--- src/hw/scrw_pkg.sv ---
package scrw_pkg;

  // system states, gray along standby->operating->idle
  typedef enum logic [1:0] {
    SCRW_STANDBY   = 2'h0,
    SCRW_OPERATING = 2'h1,
    SCRW_IDLE      = 2'h3
  } scrw_state_e;

  // clock rate and times
  localparam int unsigned CLK_HZ         = 10000000;
  localparam int unsigned WAKE_MIN_US    = 125;
  localparam int unsigned WAKE_BLIND_S   = 2;
  // longest filter delay kept below the wake time, so detection is certain
  localparam int unsigned WAKE_CYCLES    = (WAKE_MIN_US * (CLK_HZ / 1000000)) / 2;
  localparam int unsigned WAKE_BLIND_CYC = WAKE_BLIND_S * CLK_HZ;
  localparam int unsigned FILT_SAMPLES   = 4;
  localparam int unsigned FILT_W         = 12;
  localparam int unsigned BLIND_W        = 25;

  // strap widths
  localparam int unsigned TEST_W = 2;
  localparam int unsigned EXP_W  = 3;
  localparam int unsigned DRV_W  = 2;
  localparam int unsigned DISP_W = 4;

  // test mode code: user reset low at release with a test strap set
  localparam logic [TEST_W-1:0] TEST_NONE = 2'h0;

  // straps caught at power-on reset release
  typedef struct packed {
    logic              user_reset_n;
    logic [TEST_W-1:0] test;
    logic [EXP_W-1:0]  expansion_strap;
    logic [DRV_W-1:0]  drive;
    logic [DISP_W-1:0] display_data_strap;
  } scrw_strap_s;

endpackage : scrw_pkg

--- src/hw/scrw_deglitch.sv ---
`timescale 1ns/100ps
`default_nettype none
// two-flop synchroniser then stability filter
module scrw_deglitch #(
  parameter int unsigned        STABLE = 4,
  parameter logic               INIT   = 1'b1
) (
  // clock and reset
  input  wire logic clk,
  input  wire logic rst,
  // pin and filtered level
  input  wire logic pin,
  output logic      level
);

  typedef struct packed {
    logic                                 s1;
    logic                                 s2;
    logic [scrw_pkg::FILT_W-1:0]          cnt;
    logic                                 out;
  } scrw_dg_s;

  localparam logic [scrw_pkg::FILT_W-1:0] LAST = scrw_pkg::FILT_W'(STABLE - 1);

  scrw_dg_s st_q;  // all state
  scrw_dg_s st_d;  // next state

  // count samples that differ from output; any agreement restarts
  always_comb begin
    st_d    = st_q;
    st_d.s1 = pin;
    st_d.s2 = st_q.s1;
    if (st_q.s2 == st_q.out) begin
      st_d.cnt = '0;
    end else if (st_q.cnt == LAST) begin
      st_d.out = st_q.s2;
      st_d.cnt = '0;
    end else begin
      st_d.cnt = st_q.cnt + 1'b1;
    end
  end

  // state register
  always_ff @(posedge clk or posedge rst) begin
    if (rst) begin
      st_q <= '{s1: INIT, s2: INIT, cnt: '0, out: INIT};
    end else begin
      st_q <= st_d;
    end
  end

  assign level = st_q.out;

  AST_FILT_HOLD: assert property (@(posedge clk) disable iff (rst)
    st_q.out != $past(st_q.out) |-> $past(st_q.s2) == st_q.out)
    else $error("filter changed without matching sample");

endmodule : scrw_deglitch
`default_nettype wire

--- src/hw/scrw_strap.sv ---
`timescale 1ns/100ps
`default_nettype none
// captures straps once, on first clock after reset release
module scrw_strap (
  // clock and reset
  input  wire logic                 clk,
  input  wire logic                 rst,
  // live straps and held copy
  input  wire scrw_pkg::scrw_strap_s pins,
  output scrw_pkg::scrw_strap_s     held,
  output logic                      done
);

  typedef struct packed {
    scrw_pkg::scrw_strap_s v;
    logic                  done;
  } scrw_sp_s;

  scrw_sp_s st_q;  // all state
  scrw_sp_s st_d;  // next state

  // clocked capture: async reset may only load constants
  always_comb begin
    st_d = st_q;
    if (!st_q.done) begin
      st_d.v    = pins;
      st_d.done = 1'b1;
    end
  end

  // state register
  always_ff @(posedge clk or posedge rst) begin
    if (rst) begin
      st_q <= '0;
    end else begin
      st_q <= st_d;
    end
  end

  assign held = st_q.v;
  assign done = st_q.done;

  AST_STRAP_FROZEN: assert property (@(posedge clk) disable iff (rst)
    $past(st_q.done) |-> st_q.v == $past(st_q.v))
    else $error("strap copy changed after capture");

endmodule : scrw_strap
`default_nettype wire

--- src/hw/scrw_top.sv ---
`timescale 1ns/100ps
`default_nettype none
// state control: resets, straps, run indicator, wake qualification
module scrw_top #(
  parameter int unsigned WAKE_BLIND = scrw_pkg::WAKE_BLIND_CYC, // long, shorten in sim
  parameter int unsigned WAKE_HOLD  = scrw_pkg::WAKE_CYCLES
) (
  // clock and power-on reset (rst is the inverted power_on_reset_n)
  input  wire logic                  clk,
  input  wire logic                  rst,
  // filtered control inputs
  input  wire logic                  user_reset_n,
  input  wire logic                  battery_change_n,
  input  wire logic                  power_fail_n,
  input  wire logic                  battery_good,
  input  wire logic                  wake_req,
  // software requests
  input  wire logic                  sw_standby,
  input  wire logic                  sw_idle,
  input  wire logic                  sw_resume,
  // strap pins
  input  wire scrw_pkg::scrw_strap_s strap_pins,
  // status outputs
  output logic                       run,
  output logic                       sys_reset,
  output logic                       rtc_reset,
  output logic                       test_mode,
  output logic [scrw_pkg::TEST_W-1:0] test_sel,
  output logic                       no_battery,
  output logic                       fast_interrupt,
  output scrw_pkg::scrw_strap_s      straps
);

  // all state of the sequencer
  typedef struct packed {
    scrw_pkg::scrw_state_e            state;
    logic [scrw_pkg::BLIND_W-1:0]     blind;
    logic                             blind_done;
    logic [scrw_pkg::FILT_W-1:0]      wake_cnt;
    logic                             bat_prev;
    logic                             run;
    logic                             sys_reset;
    logic                             rtc_reset;
    logic                             test_mode;
    logic [scrw_pkg::TEST_W-1:0]      test_sel;
    logic                             no_battery;
    logic                             fast_int;
    scrw_pkg::scrw_strap_s            straps;
  } scrw_top_s;

  scrw_top_s st_q;  // registered state
  scrw_top_s st_d;  // next state

  // filtered levels
  logic ur_f;     // user reset, low active
  logic bc_f;     // battery change, low active
  logic pf_f;     // power fail, low active
  logic bg_f;     // battery good
  logic wk_s;     // wake, synchronised and stability filtered
  scrw_pkg::scrw_strap_s held;  // captured straps
  logic                  held_ok; // capture complete

  localparam logic [scrw_pkg::BLIND_W-1:0] BLIND_LAST =
    scrw_pkg::BLIND_W'(WAKE_BLIND - 1);
  localparam logic [scrw_pkg::FILT_W-1:0]  WAKE_LAST  =
    scrw_pkg::FILT_W'(WAKE_HOLD - 1);

  // one filter per input; wake gets a short one, its long hold is counted here
  // user reset filter starts released, so no reset pulse right after release
  scrw_deglitch #(.STABLE(scrw_pkg::FILT_SAMPLES), .INIT(1'b1)) u_ur (
    .clk  (clk),
    .rst  (rst),
    .pin  (user_reset_n),
    .level(ur_f)
  );
  // battery change filter starts at the good level
  scrw_deglitch #(.STABLE(scrw_pkg::FILT_SAMPLES), .INIT(1'b1)) u_bc (
    .clk  (clk),
    .rst  (rst),
    .pin  (battery_change_n),
    .level(bc_f)
  );
  // power fail filter starts inactive
  scrw_deglitch #(.STABLE(scrw_pkg::FILT_SAMPLES), .INIT(1'b1)) u_pf (
    .clk  (clk),
    .rst  (rst),
    .pin  (power_fail_n),
    .level(pf_f)
  );
  // battery good starts high, matching bat_prev, so no false fall after reset
  scrw_deglitch #(.STABLE(scrw_pkg::FILT_SAMPLES), .INIT(1'b1)) u_bg (
    .clk  (clk),
    .rst  (rst),
    .pin  (battery_good),
    .level(bg_f)
  );
  // wake idles low, so reset never fakes a wake
  scrw_deglitch #(.STABLE(scrw_pkg::FILT_SAMPLES), .INIT(1'b0)) u_wk (
    .clk  (clk),
    .rst  (rst),
    .pin  (wake_req),
    .level(wk_s)
  );

  // strap capture right after power-on reset release
  scrw_strap u_strap (
    .clk (clk),
    .rst (rst),
    .pins(strap_pins),
    .held(held),
    .done(held_ok)
  );

  // wake is accepted only after blind window and only in standby
  function automatic logic wake_ok(input scrw_top_s s, input logic w);
    return s.blind_done && s.state == scrw_pkg::SCRW_STANDBY && w &&
           s.wake_cnt == WAKE_LAST;
  endfunction : wake_ok

  // sequencer next state
  always_comb begin
    st_d          = st_q;
    st_d.bat_prev = bg_f;
    st_d.fast_int = 1'b0;
    // blind window after reset release
    if (!st_q.blind_done) begin
      if (st_q.blind == BLIND_LAST) begin
        st_d.blind_done = 1'b1;
      end else begin
        st_d.blind = st_q.blind + 1'b1;
      end
    end
    // wake hold counter, only meaningful in standby
    if (wk_s && st_q.state == scrw_pkg::SCRW_STANDBY) begin
      if (st_q.wake_cnt != WAKE_LAST) begin
        st_d.wake_cnt = st_q.wake_cnt + 1'b1;
      end
    end else begin
      st_d.wake_cnt = '0;
    end
    // falling edge on battery good raises a one-cycle interrupt
    if (st_q.bat_prev && !bg_f) begin
      st_d.fast_int = 1'b1;
    end
    // state transitions; power fail has priority
    case (st_q.state)
      scrw_pkg::SCRW_STANDBY: begin
        if (pf_f && bg_f && wake_ok(st_q, wk_s)) begin
          st_d.state = scrw_pkg::SCRW_OPERATING;
        end
      end
      scrw_pkg::SCRW_OPERATING: begin
        if (!pf_f || sw_standby) begin
          st_d.state = scrw_pkg::SCRW_STANDBY;
        end else if (sw_idle) begin
          st_d.state = scrw_pkg::SCRW_IDLE;
        end
      end
      scrw_pkg::SCRW_IDLE: begin
        if (!pf_f || sw_standby) begin
          st_d.state = scrw_pkg::SCRW_STANDBY;
        end else if (sw_resume) begin
          st_d.state = scrw_pkg::SCRW_OPERATING;
        end
      end
      default: begin
        st_d.state = scrw_pkg::SCRW_STANDBY;
      end
    endcase
    // user reset: system back to standby, clock domain untouched
    if (!ur_f) begin
      st_d.state = scrw_pkg::SCRW_STANDBY;
    end
    st_d.sys_reset = !ur_f;
    st_d.rtc_reset = 1'b0;
    st_d.run = (st_d.state != scrw_pkg::SCRW_STANDBY);
    st_d.no_battery = !bc_f;
    // test mode decision from captured straps
    if (held_ok) begin
      st_d.straps    = held;
      st_d.test_sel  = held.test;
      st_d.test_mode = !held.user_reset_n &&
                       held.test != scrw_pkg::TEST_NONE;
    end
  end

  // reset acts asynchronously and unfiltered on everything, rtc reset held
  always_ff @(posedge clk or posedge rst) begin
    if (rst) begin
      st_q           <= '0;
      st_q.state     <= scrw_pkg::SCRW_STANDBY;
      st_q.sys_reset <= 1'b1;
      st_q.rtc_reset <= 1'b1;
      st_q.bat_prev  <= 1'b1;
    end else begin
      st_q <= st_d;
    end
  end

  // outputs straight from flops
  assign run            = st_q.run;
  assign sys_reset      = st_q.sys_reset;
  assign rtc_reset      = st_q.rtc_reset;
  assign test_mode      = st_q.test_mode;
  assign test_sel       = st_q.test_sel;
  assign no_battery     = st_q.no_battery;
  assign fast_interrupt = st_q.fast_int;
  assign straps         = st_q.straps;

  AST_RUN_STATE: assert property (@(posedge clk) disable iff (rst)
    run == (st_q.state != scrw_pkg::SCRW_STANDBY))
    else $error("run disagrees with state");

  AST_WAKE_ONLY_STANDBY: assert property (@(posedge clk) disable iff (rst)
    $past(st_q.state) == scrw_pkg::SCRW_STANDBY &&
    st_q.state == scrw_pkg::SCRW_OPERATING |-> $past(st_q.blind_done))
    else $error("wake taken during blind window");

  AST_PF_STANDBY: assert property (@(posedge clk) disable iff (rst)
    !pf_f && st_q.state != scrw_pkg::SCRW_STANDBY |=>
    st_q.state == scrw_pkg::SCRW_STANDBY)
    else $error("power fail did not force standby");

  AST_UR_RESET: assert property (@(posedge clk) disable iff (rst)
    !ur_f |=> sys_reset && !rtc_reset && !run)
    else $error("user reset wrong effect");

  AST_BAT_FALL_INT: assert property (@(posedge clk) disable iff (rst)
    $fell(bg_f) |=> fast_interrupt)
    else $error("battery fall gave no interrupt");

  AST_BAT_BLOCK: assert property (@(posedge clk) disable iff (rst)
    st_q.state == scrw_pkg::SCRW_STANDBY && !bg_f |=>
    st_q.state == scrw_pkg::SCRW_STANDBY)
    else $error("start with battery low");

  AST_NO_BAT: assert property (@(posedge clk) disable iff (rst)
    !bc_f |=> no_battery)
    else $error("battery change not reported");

  AST_TEST_MODE: assert property (@(posedge clk) disable iff (rst)
    held_ok |=> test_mode == (!held.user_reset_n &&
                              held.test != scrw_pkg::TEST_NONE))
    else $error("test mode decode wrong");

  // clock state reset is released one edge after power-on reset and stays so
  AST_RTC_ONLY_POR: assert property (@(posedge clk) disable iff (rst)
    !$past(rst) |-> !rtc_reset)
    else $error("clock state reset outside power-on reset");

  // wake counter is cleared whenever the system is not in standby
  AST_WAKE_CNT_IDLE: assert property (@(posedge clk) disable iff (rst)
    $past(st_q.state) != scrw_pkg::SCRW_STANDBY |-> st_q.wake_cnt == '0)
    else $error("wake counted outside standby");

  // leaving standby needs the full filtered wake hold
  AST_WAKE_HOLD: assert property (@(posedge clk) disable iff (rst)
    $past(st_q.state) == scrw_pkg::SCRW_STANDBY &&
    st_q.state == scrw_pkg::SCRW_OPERATING |->
    $past(st_q.wake_cnt) == WAKE_LAST && $past(wk_s))
    else $error("wake taken before full hold");

  // without a qualified wake standby is never left
  AST_STANDBY_STAYS: assert property (@(posedge clk) disable iff (rst)
    st_q.state == scrw_pkg::SCRW_STANDBY && !wake_ok(st_q, wk_s) |=>
    st_q.state == scrw_pkg::SCRW_STANDBY)
    else $error("standby left without wake");

  // interrupt is a single-cycle pulse
  AST_INT_ONE_CYCLE: assert property (@(posedge clk) disable iff (rst)
    fast_interrupt |=> !fast_interrupt)
    else $error("interrupt longer than one cycle");

  // during the blind window the system stays in standby
  AST_BLIND_STANDBY: assert property (@(posedge clk) disable iff (rst)
    !st_q.blind_done |-> st_q.state == scrw_pkg::SCRW_STANDBY)
    else $error("left standby during blind window");

  // battery report clears when the filtered input is high again
  AST_BAT_CLEAR: assert property (@(posedge clk) disable iff (rst)
    bc_f |=> !no_battery)
    else $error("battery report stuck");

  // system reset follows the filtered user reset release
  AST_UR_RELEASE: assert property (@(posedge clk) disable iff (rst)
    ur_f |=> !sys_reset)
    else $error("system reset without user reset");

  // power fail holds standby even if a wake arrives
  AST_PF_HOLDS: assert property (@(posedge clk) disable iff (rst)
    st_q.state == scrw_pkg::SCRW_STANDBY && !pf_f |=>
    st_q.state == scrw_pkg::SCRW_STANDBY)
    else $error("start during power fail");

  // strap output mirrors the captured copy one edge later
  AST_STRAPS_OUT: assert property (@(posedge clk) disable iff (rst)
    held_ok |=> straps == $past(held))
    else $error("strap output differs from capture");

  // test select mirrors the captured test straps
  AST_TEST_SEL: assert property (@(posedge clk) disable iff (rst)
    held_ok |=> test_sel == $past(held.test))
    else $error("test select differs from capture");

  // state register never holds the unused code
  AST_STATE_LEGAL: assert property (@(posedge clk) disable iff (rst)
    st_q.state == scrw_pkg::SCRW_STANDBY || st_q.state == scrw_pkg::SCRW_OPERATING ||
    st_q.state == scrw_pkg::SCRW_IDLE)
    else $error("illegal state code");

endmodule : scrw_top
`default_nettype wire

--- config.mk ---
export PLATFORM = sky130hd
export DESIGN_NAME = scrw_top
export DESIGN_NICKNAME = d
export VERILOG_FILES = /design/src/hw/scrw_pkg.sv /design/src/hw/scrw_deglitch.sv /design/src/hw/scrw_strap.sv /design/src/hw/scrw_top.sv
export SDC_FILE = /design/constraint.sdc
export NUM_CORES = 1
export LEC_CHECK = 0
export BUFFER_PORTS_ARGS = -buffer_cell sky130_fd_sc_hd__buf_4
export CELL_PAD_IN_SITES_DETAIL_PLACEMENT = 0
export CELL_PAD_IN_SITES_GLOBAL_PLACEMENT = 1
export CORE_ASPECT_RATIO = 0.8
export CORE_MARGIN = 2
export CORE_UTILIZATION = 29
export CTS_CLUSTER_SIZE = 20
export DETAILED_ROUTE_END_ITERATION = 8
export GPL_TIMING_DRIVEN = 0
export HOLD_SLACK_MARGIN = 0.1
export PLACE_DENSITY_LB_ADDON = 0.1
export SETUP_SLACK_MARGIN = 0.05
export SYNTH_ARGS = -nofsm -noshare
export SYNTH_HDL_FRONTEND = slang
export SYNTH_SLANG_ARGS = --single-unit
--- constraint.sdc ---
create_clock -name clk -period 6.5 [get_ports clk]
set_clock_uncertainty 0.15 [all_clocks]
set_input_delay 1.3 -clock clk [delete_from_list [all_inputs] [get_ports clk]]
set_output_delay 1.3 -clock clk [all_outputs]
set_load 0.05 [all_outputs]
### Yosys cells after proc, flatten, opt, wreduce, memory -nomap -nowiden

Cells that the tools add are included.

| word-level totals | value |
|---|---|
| bits in registers | 147 |
| output and inout bits | 20 |
| input port bits | 22 |
| word-level logic and storage cells | 117 |

| operators by class | value |
|---|---|
| equality and inequality tests | 16 |
| bitwise operators | 7 |
| reduce and logical (&&, ||, !) cells | 23 |
| muxes and demuxes | 22 |
| add/subtract/negate cells | 7 |

Operator list:

| cell | number |
|---|---|
| two-way mux 12 bit | 12 |
| adder 12 x 1 -> 12 bit (second input constant) | 6 |
| == test 12 x 2 -> 1 bit (second input constant) | 5 |
| adder 25 x 1 -> 25 bit (second input constant) | 1 |
| == test 25 bit (second input constant) | 1 |
| == test 12 x 10 -> 1 bit (second input constant) | 1 |
| two-way mux 2 bit | 6 |
| inequality test 12 x 10 -> 1 bit (second input constant) | 1 |
| AND reduction 2 bit | 6 |
| logical AND 1 bit | 8 |
| NOT 1 bit | 7 |
| case mux 2 bit (3 select lines) | 1 |
| == test 1 bit | 5 |
| zero test 1 bit | 5 |
| nonzero test 2 bit | 2 |
| two-way mux 1 bit | 3 |
| == test 2 x 1 -> 1 bit (second input constant) | 1 |
| == test 2 bit (second input constant) | 1 |
| zero test 2 bit | 1 |
| inequality test 2 x 1 -> 1 bit (second input constant) | 1 |
| logical OR 1 bit | 1 |

### Depth between registers and ports, before layout

Gate-level depths: netlist of the first run.

| depth | value |
|---|---|
| word-level depth | 9 |
| depth in mapped cells | 7 |
| depth with buffers taken out | 6 |

### Modules after synthesis

From an unflattened synthesis of the first run, not the netlist that was laid out.

| unflattened totals | value |
|---|---|
| cell total of the unflattened synthesis | 611 |
| area total of the unflattened synthesis | 6,837.8 sq um |

Modules (own cells, without submodules):

| module | seq. area each (sq um) | cells an instance | instances | area each (sq um) |
|---|---|---|---|---|
| scrw_deglitch (u_bc ...) | 379.1 | 68 | 4 | 716.9 |
| scrw_top | 1,480.2 | 243 | 1 | 2,740.1 |
| scrw_deglitch (u_wk) | 375.4 | 68 | 1 | 713.2 |
| scrw_strap | 325.3 | 28 | 1 | 516.7 |

### Worst setup path before layout of the first run

OpenSTA, ideal clock, no wires.

| timing | value |
|---|---|
| path kind | register to output |
| from | register, netlist name rtc_reset |
| to | output rtc_reset |
| stages on the path, launching flop included | 1 |
| buffers on the path | 0 |
| data required time | 5,050 ps |
| arrival time | 656 ps |
| path slack | 4,394 ps |
| cells stage by stage | dfstp_2 |

RTL lines:

| what | line | text |
|---|---|---|
| end: declaration | scrw_top.sv:26 | `output logic rtc_reset,` |

No word-level cell between the ends.

### Worst setup path in the final report of the first run

| timing | value |
|---|---|
| from | register st_q (netlist bit straps[7]) |
| to | output straps[7] in the netlist's numbering |

RTL lines:

| what | line | text |
|---|---|---|
| start: declaration | scrw_top.sv:51 | `scrw_top_s st_q;` |
| start signal: assignment | scrw_top.sv:196 | `st_q <= st_d;` |
| end: declaration | scrw_top.sv:31 | `output scrw_pkg::scrw_strap_s straps` |

No word-level cell between the ends.

==> results.cfg, run 1 <==
[drt]
met2_layer_wire_length_in_the_routed_design_um = 4980
antenna_violating_nets_post_route = 0
number_of_iterations_in_the_first_detailed_routing_pass = 4
via_count = 4140
drtIter0Drc = 189
top_signal_layer_used = met4
routedLengthMet1_um = 6540
met3WireLength_um = 389
wl_per_cell_um = 12.9
drc = 0
totalWireLength_um = 12100
avgViaCountPerCell = 4.41

[cts]
tritoncts = yes
cts_sinks = 147
ctsHtreeMaxLevel = 4
postcts_setup_bufs = 0
post_cts_resized = 0
cts-root-to-sink-buffers = 2
worst_skew_pair.late_latency_ns = 0.43
clock-root-buffer = sky130_fd_sc_hd__clkbuf_16
cts-hold-fix-buffers = 0
clk_pin_slew_ns = 0.07
cts-buffers-inserted = 17

[critical_path]
critPathKind = reg -> out
cp-end-kind = output pin
cp-start-kind = register
timing.critical_path.fanout_max = 2
worst_ep_arrival_time_ns = 1.15
worst-endpoint-required_ns = 5.05

[yosys]
yosys-top-cells-area = sky130_fd_sc_hd__dfrtp_1 (52%), sky130_fd_sc_hd__dfstp_2 (6.1%), sky130_fd_sc_hd__xnor2_1 (6.1%)
synthCells = 589
synth_top_area_share_pct = 51.5
postSynthRegisterBits = 147
seq_area_frac_synth_pct = 57.7
yosys_warnings = 0
postSynthNetCount = 619
synth.lib_cells_used.distinct = 36
avgSynthCellArea_sq_um = 10.9
post_synth_instance_area_sq_um = 6410
synth.largest_area_cell = sky130_fd_sc_hd__dfrtp_1

[sta]
worstMarginPinSlew_ns = 0.650
timing.max_slew.rel_slack_pct = 56.7
fmax_mhz = 385
final-hold-violation-count = 0
setup-violations-final = 0
maxSlewViolCount = 0
final_period_minus_worst_setup_slack_ns = 2.60
timing.final.crit_share_pct = 39.9
hold_ws_ns = 0.204
rsz0062_at_grt = no

[job]
drv.max_cap_violation_count = 0

[die]
top_level_ports = 42
coreArea_sq_um = 21600
die_area_sq_um = 23300
fp.dieW_um = 170
die_height_um = 137
rows = 48
initial_core_util_pct = 29.7

[placement]
place.detailed.instances = 906
dp.final_hpwl_um = 7850
post_dp_cell_area_sq_um = 7100
routabilityCongestion = 0.741
buffer_ports.inserted = 41

[finish]
commonest_cells_after_routing_fill_and_taps_aside = sky130_fd_sc_hd__dfrtp_1 (132), sky130_fd_sc_hd__nor2_1 (69), sky130_fd_sc_hd__buf_4 (55)
fillerInstances = 2150
drive_above_1_share_pct = 18.7
mostFrequentLayoutCell = sky130_fd_sc_hd__dfrtp_1
fin_area_sq_um = 7680
finish.net_count = 680
antenna_cells = 0
final-instance-count-excl-fill = 938
flow.area_growth_from_synthesis_pct = 19.8

[power]
sequentialPowerShare_pct = 44.2
total_power_mw = 2.47
p_clk_share_pct = 40.0
internal_power_mw = 1.71
switching_share_pct = 30.9
switching_power_uw = 764
power_density_nw_per_um2 = 322
comb_power_share_pct = 15.9
leakagePower_nw = 3.53
vdd_ir_drop_max_v = 0.000168

[run_status]
run_status = complete, no violations

[grt]
first_global_vias = 4191
number_of_antenna_violations_at_the_first_check_in_global_routing = 0
grt_start_max_net_pins = 81
first_pass_grt_wire_length_um = 20800
gr-usage-all-layers_pct = 11.4
grt_overflow_total = 0

[min_path]
timing.hold.worst.class = reg -> reg
[state kept, by name (all words and copies together) (netlist names), 12 cells and up]
register,count
u_strap.held,12
u_bc.st_q,13
u_pf.st_q,13
u_ur.st_q,13
st_q,41
u_wk.st_q,13
u_bg.st_q,13
straps,12
[power groups by stage]
stage | clock [mW] | combinational, mW | sequential, mW
after CTS | 1.03 | 0.404 | 1.09
after floorplan | 0 | 0.254 | 1.13
after global routing | 1.06 | 0.441 | 1.11
final | 0.987 | 0.392 | 1.09
after detailed placement | 0 | 0.401 | 1.11
after global placement | 0 | 0.398 | 1.11
[kinds of logic (layout without fill, tap and decap cells)]
| family | after synthesis | after routing | synth area share, % |
|---|---|---|---|
| mux | 9 | 9 | 1.54 |
| buf+inv | 58 | 132 | 4.33 |
| other cells | 2 | 2 | 0.117 |
| xor+xnor | 87 | 87 | 11.9 |
| compound gates | 31 | 31 | 2.67 |
| fa+ha+maj | 8 | 8 | 1.56 |
| simple gates | 247 | 247 | 20.2 |
| flops | 147 | 147 | 57.7 |
[metal layers]
metal  track usage (%)  vias up
met1              16.3     2022
met5                 0        -
met4              4.42        0
met2              16.0       46
met3              3.50       11
li1                  -     2061
[synthesized netlist by cell type]
cell type,number
sky130_fd_sc_hd__and3b_1,1
sky130_fd_sc_hd__mux2_2,7
sky130_fd_sc_hd__dfrtp_1,132
sky130_fd_sc_hd__ha_1,8
sky130_fd_sc_hd__nor2_1,69
sky130_fd_sc_hd__or4_4,1
sky130_fd_sc_hd__conb_1,2
sky130_fd_sc_hd__dfstp_2,15
sky130_fd_sc_hd__clkbuf_1,10
sky130_fd_sc_hd__nand2_2,2
sky130_fd_sc_hd__mux2i_1,2
sky130_fd_sc_hd__buf_4,14
sky130_fd_sc_hd__buf_6,1
sky130_fd_sc_hd__nor3b_1,5
sky130_fd_sc_hd__nand2b_1,4
sky130_fd_sc_hd__xor2_1,42
sky130_fd_sc_hd__nor3_1,4
sky130_fd_sc_hd__nand4_1,12
sky130_fd_sc_hd__a31oi_4,1
sky130_fd_sc_hd__and3_1,32
sky130_fd_sc_hd__nor4_1,12
sky130_fd_sc_hd__nand3b_1,2
sky130_fd_sc_hd__and4_1,7
sky130_fd_sc_hd__nand3_2,5
sky130_fd_sc_hd__nor4b_1,1
sky130_fd_sc_hd__xnor2_1,45
sky130_fd_sc_hd__nor4_4,1
sky130_fd_sc_hd__o21ai_0,26
sky130_fd_sc_hd__inv_1,33
sky130_fd_sc_hd__nor2b_1,7
sky130_fd_sc_hd__and4bb_2,1
sky130_fd_sc_hd__nand2_1,46
sky130_fd_sc_hd__or3_1,2
sky130_fd_sc_hd__nand3_1,32
sky130_fd_sc_hd__a21oi_1,4
sky130_fd_sc_hd__nor4b_2,1
[critical path: stages, from the launching register on]
cell                      delay (ns)
sky130_fd_sc_hd__dfrtp_1        0.41
sky130_fd_sc_hd__buf_4          0.14
sky130_fd_sc_hd__buf_4          0.18
[cell type report]
class                           instances  area, sq um  area share, %
Buffer                                 25          154           2.00
Clock buffer                           17          425           5.54
Clock inverter                         15          159           2.07
Inverter                               33          129           1.68
Multi-Input combinational cell        384         2440           31.7
Sequential cell                       147         3700           48.1
Tap cell                              275          344           4.48
Timing Repair Buffer                   42          335           4.37
[path summary, 6_finish.rpt]
check	start	endpoint	slack [ns]	cells after the start
worst max-delay path	straps[7]	straps[7]	3.90	2
min in group asynchronous	rst	u_strap.held[0]	0.83	2
max in group asynchronous	rst	sys_reset	4.53	3
worst min register to register	u_bg.st_d[13]	u_bg.st_q[13]	0.20	0
worst max register to register	st_q[34]	st_q[39]	4.43	7
worst min-delay path	u_bg.st_d[13]	u_bg.st_q[13]	0.20	0
[stage by stage]
step	worst slack [ns]	util, %	setup TNS, ns
after floorplan	1.12	-	0
final	3.90	35.5	0
after detailed placement	4.01	32.8	0
after global routing	3.86	35.5	0
after global placement	-0.857	32.7	-111.46
after CTS	3.88	35.5	0
No activity file was read; power rests on OpenSTA's default activity.
==> run 2: changes to the inputs <==
clock period = 2.5 ns   (was 6.5 ns; I/O delays follow)
==> results.cfg, run 2 (synthesized netlist as in run 1, its figures left out) <==
[run_status]
run_status = complete, no violations

[placement]
place_ws_ns = 0.446
dp.final_hpwl_um = 8090
post_dp_cell_area_sq_um = 7130
routabilityCongestion = 0.745
buffer_ports.inserted = 41

[cts]
worst_skew_pair.late_latency_ns = 0.42
clock-root-buffer = sky130_fd_sc_hd__clkbuf_16
post_cts_resized = 0
cts-buffers-inserted = 17
ctsHtreeMaxLevel = 4
tritoncts = yes
clk_pin_slew_ns = 0.07
cts_sinks = 147
cts-hold-fix-buffers = 5
postcts_setup_bufs = 0
cts-root-to-sink-buffers = 2

[critical_path]
timing.critical_path.fanout_max = 10
rr_worst_depth = 7
slowest_delay_ns = 0.41
cp_slowest_cell = sky130_fd_sc_hd__dfrtp_1
cp-start-kind = register
reg2reg_slack_ns = 0.48
cp-end-kind = register
crit_path_cell_trace = ha_1 -> nand3_1 -> nor3_1 -> a31oi_4 -> buf_6 -> nand3_2 -> xnor2_1
worst_ep_arrival_time_ns = 2.18
worst-endpoint-required_ns = 2.65
critPathKind = reg -> reg

[grt]
grt_start_max_net_pins = 41
first_pass_grt_wire_length_um = 21100
grt_util_met3_pct = 3.76
routing_usage_on_met1_pct = 16.5
gr-usage-all-layers_pct = 11.5
use_met2_pct = 16.3
grt_overflow_total = 0
first_global_vias = 4260
grt.busiest_layer = met1
number_of_antenna_violations_at_the_first_check_in_global_routing = 0

[finish]
mostFrequentLayoutCell = sky130_fd_sc_hd__dfrtp_1
multiInputGateArea_sq_um = 2440
fillerInstances = 2147
max_flop_register = st_q
drive_above_1_share_pct = 18.8
finish.net_count = 687
flow.area_growth_from_synthesis_pct = 21.2
fin_area_sq_um = 7770
commonest_cells_after_routing_fill_and_taps_aside = sky130_fd_sc_hd__dfrtp_1 (132), sky130_fd_sc_hd__nor2_1 (69), sky130_fd_sc_hd__buf_4 (55)
register_area_sq_um = 3700
number_of_flip_flops_in_the_largest_register = 41
final_core_util_pct = 35.9
antenna_cells = 0

[drt]
avgViaCountPerCell = 4.37
drc = 0
number_of_iterations_in_the_first_detailed_routing_pass = 4
wl_per_cell_um = 12.7
totalWireLength_um = 12000
drtIter0Drc = 162
via_count = 4131
antenna_violating_nets_post_route = 0

[die]
rows = 48
die_area_sq_um = 23300
die_height_um = 137
fp.dieW_um = 170
top_level_ports = 42
initial_core_util_pct = 29.7
coreArea_sq_um = 21600

[sta]
timing.max_slew.rel_slack_pct = 45.4
sum_neg_setup_slack_ns = 0
timing.final.crit_share_pct = 81.0
worstMarginPinSlew_ns = 0.818
final-hold-violation-count = 0
rsz0062_at_grt = no
maxSlewViolCount = 0
setup-violations-final = 0
fmax_mhz = 494
final_period_minus_worst_setup_slack_ns = 2.02
layout_setup_ws_ns = 0.476

[power]
leakagePower_nw = 3.55
power_density_nw_per_um2 = 828
vdd_ir_drop_max_v = 0.000457
total_power_mw = 6.43

[job]
drv.max_cap_violation_count = 0

[min_path]
timing.hold.worst.class = in -> async
run 2: cell types whose count changed in the layout (fill, tap and decap cells not counted):
cell                            before  now
sky130_fd_sc_hd__buf_16              1    0
sky130_fd_sc_hd__dlygate4sd3_1       0    5
sky130_fd_sc_hd__bufinv_16           1    2
sky130_fd_sc_hd__clkinvlp_4          1    6
sky130_fd_sc_hd__inv_8               3    0
sky130_fd_sc_hd__clkbuf_8            0    1
sky130_fd_sc_hd__inv_6               9    5
sky130_fd_sc_hd__clkinv_4            2    0
sky130_fd_sc_hd__clkinv_2            0    2
sky130_fd_sc_hd__buf_12              0    3
run 2: final timing paths:
kind / from / end
max: st_q[34] / st_q[47]
min reg2reg: u_ur.st_d[13] / u_ur.st_q[13]
max reg2reg: st_q[34] / st_q[47]
max in group asynchronous: rst / u_ur.level
min: rst / u_strap.held[5]
min in group clk: strap_pins[5] / u_strap.held[5]
run 2: cell type report:
class / instances / area share [%]
inverters: 33 / 1.64
clock inverters: 14 / 1.95
well taps: 275 / 4.43
flip-flops and latches: 147 / 47.6
repair buffers: 49 / 5.38
multi-input cells: 384 / 31.4
clock buffers: 18 / 5.65
plain buffers: 25 / 1.98
run 2: critical path, delay by kind of cell (launching register included):
| kind | cells | cell delay, ns |
|---|---|---|
| flip-flops | 1 | 0.41 |
| adder cells (fa/ha/maj) | 1 | 0.24 |
| AND/OR/NAND/NOR | 3 | 0.40 |
| AO/OA/AOI/OAI | 1 | 0.34 |
| XOR/XNOR | 1 | 0.14 |
| buffers and inverters | 1 | 0.22 |
run 2: per-stage QoR:
step                std cells  hold slack [ns]
finish                    945           0.0863
global route              945            0.125
CTS                       945            0.101
detailed placement        908            0.188
global placement          905            0.194
floorplan                 589            0.181
run 2: layer usage:
layer,part of all wire [%],routed length (um)
met5,0,0
met4,1.2,148
met3,3.5,424
met2,41,4950
met1,54,6470
run 2: power by group:
group	total [mW]	internal, mW	switching, mW
sequential	2.83	2.65	0.185
combinational	1.03	0.378	0.653
clock	2.57	1.51	1.06
total	6.43	4.53	1.90
==> run 3: changes to the inputs <==
clock period = 1.9 ns   (was 2.5 ns; I/O delays follow)
==> results.cfg, run 3 (synthesized netlist as in run 1, its figures left out) <==
[cts]
clock-root-buffer = sky130_fd_sc_hd__clkbuf_16
cts-buffers-inserted = 17
cts_sinks = 147
cts-root-to-sink-buffers = 2
ctsHtreeMaxLevel = 4
tritoncts = yes
worst_skew_pair.late_latency_ns = 0.42
clk_pin_slew_ns = 0.06

[min_path]
timing.hold.worst_endpoint = st_q[60]
hp-start = sw_standby
timing.hold.worst.class = in -> reg
hold_depth = 3

[die]
rows = 48
fp.dieW_um = 170
coreArea_sq_um = 21600
top_level_ports = 42
die_height_um = 137
initial_core_util_pct = 29.7
die_area_sq_um = 23300

[drt]
number_of_iterations_in_the_first_detailed_routing_pass = 4
drc = 0
via_count = 4204
totalWireLength_um = 11800
antenna_violating_nets_post_route = 0
drtIter0Drc = 180
wl_per_cell_um = 12.2
avgViaCountPerCell = 4.34

[sta]
setup-violations-final = 12
sum_neg_setup_slack_ns = -0.496
rsz0062_at_grt = yes
fmax_mhz = 509
maxSlewViolCount = 0
final-hold-violation-count = 0
final_period_minus_worst_setup_slack_ns = 1.96
timing.final.crit_share_pct = 103
hold_ws_ns = 0.128
layout_setup_ws_ns = -0.0636

[critical_path]
cp_slowest_cell = sky130_fd_sc_hd__or4_4
cp-end-kind = register
rr_worst_depth = 6
critPathKind = reg -> reg
worst_ep_arrival_time_ns = 2.15
slowest_delay_ns = 0.55
crit_path_cell_trace = or4_4 -> nor4_4 -> a31oi_4 -> buf_8 -> nand3_2 -> xnor2_1
cp_num_buf_inv = 1
reg2reg_launch_point = st_q[52]
reg2reg_slack_ns = -0.06
cell_family_with_the_largest_share_of_critical_path_delay = simple AND/OR/NAND/NOR gates
capture_point_of_the_worst_reg_to_reg_path = st_q[51]
timing.critical_path.fanout_max = 10
worst-endpoint-required_ns = 2.08
cp-start-kind = register
critPathLaunch = st_q[52]

[power]
vdd_ir_drop_max_v = 0.000622
leakagePower_nw = 3.73
power_density_nw_per_um2 = 1060
total_power_mw = 8.58

[finish]
max_flop_register = st_q
flow.area_growth_from_synthesis_pct = 26.6
drive_above_1_share_pct = 22.2
fillerInstances = 2130
fin_area_sq_um = 8120
mostFrequentLayoutCell = sky130_fd_sc_hd__dfrtp_1
commonest_cells_after_routing_fill_and_taps_aside = sky130_fd_sc_hd__dfrtp_1 (131), sky130_fd_sc_hd__nor2_1 (68), sky130_fd_sc_hd__buf_4 (63)
antenna_cells = 0
final_core_util_pct = 37.6
register_area_sq_um = 3700
final-instance-count-excl-fill = 968
number_of_flip_flops_in_the_largest_register = 41
multiInputGateArea_sq_um = 2530
finish.net_count = 710

[grt]
gr-usage-all-layers_pct = 11.3
grt_overflow_total = 0
first_pass_grt_wire_length_um = 20900
grt_start_max_net_pins = 42
number_of_antenna_violations_at_the_first_check_in_global_routing = 0
first_global_vias = 4197

[placement]
routabilityCongestion = 0.718
dp.final_hpwl_um = 7910
place.detailed.instances = 909
place_ws_ns = -0.147
post_dp_cell_area_sq_um = 7160
buffer_ports.inserted = 41

[run_status]
failed_checks = negative setup slack
run_status = finished with violations

[job]
drv.max_cap_violation_count = 0
-- run 3: area by class of cell --
class | count | share of cell area (%)
buffer | 25 | 2.02
clock buffer | 17 | 5.24
clock inverter | 15 | 2.23
inverter | 33 | 1.57
multi-input combinational | 384 | 31.2
sequential | 147 | 45.5
tap | 275 | 4.24
timing repair buffer | 72 | 7.97
-- run 3: worst min-delay path: cells and delay by family --
family | cells | cell delay, ns
buffers and inverters | 1 | 0.07
and+or+nand+nor | 2 | 0.19
-- run 3: repair_timing --
action,in CTS,in global routing
pin swaps,4,12
gates resized for setup,8,19
hold endpoints to repair,28,0
setup endpoints to repair,45,44
buffers inserted,3,6
hold buffers,18,0
-- run 3: how the worst max path moves through the flow --
stage,slack [ns],to,cells past startpoint
6_report,-0.06,st_q[51],6
5_1_grt,-0.15,st_q[51],6
4_1_cts,-0.08,st_q[51],6
3_5_place_dp,-0.15,st_q[51],7
3_3_place_gp,-1.56,u_wk.st_q[13],2
2_1_floorplan,-0.46,fast_interrupt,1
-- run 3: metal layers --
layer	share of wire (%)	track usage, %	vias up	wire length, um
li1	-	-	2134	-
met1	54	16.1	2014	6420
met2	42	16.3	47	4970
met3	3.0	3.70	9	350
met4	0.84	3.70	0	99
met5	0	0	-	0
-- run 3: power breakdown --
group          leakage, nW  total [mW]  internal, mW  switching, mW
logic                 1.52        1.40         0.539          0.862
clock network        0.283        3.45          2.08           1.37
registers             1.92        3.73          3.49          0.242
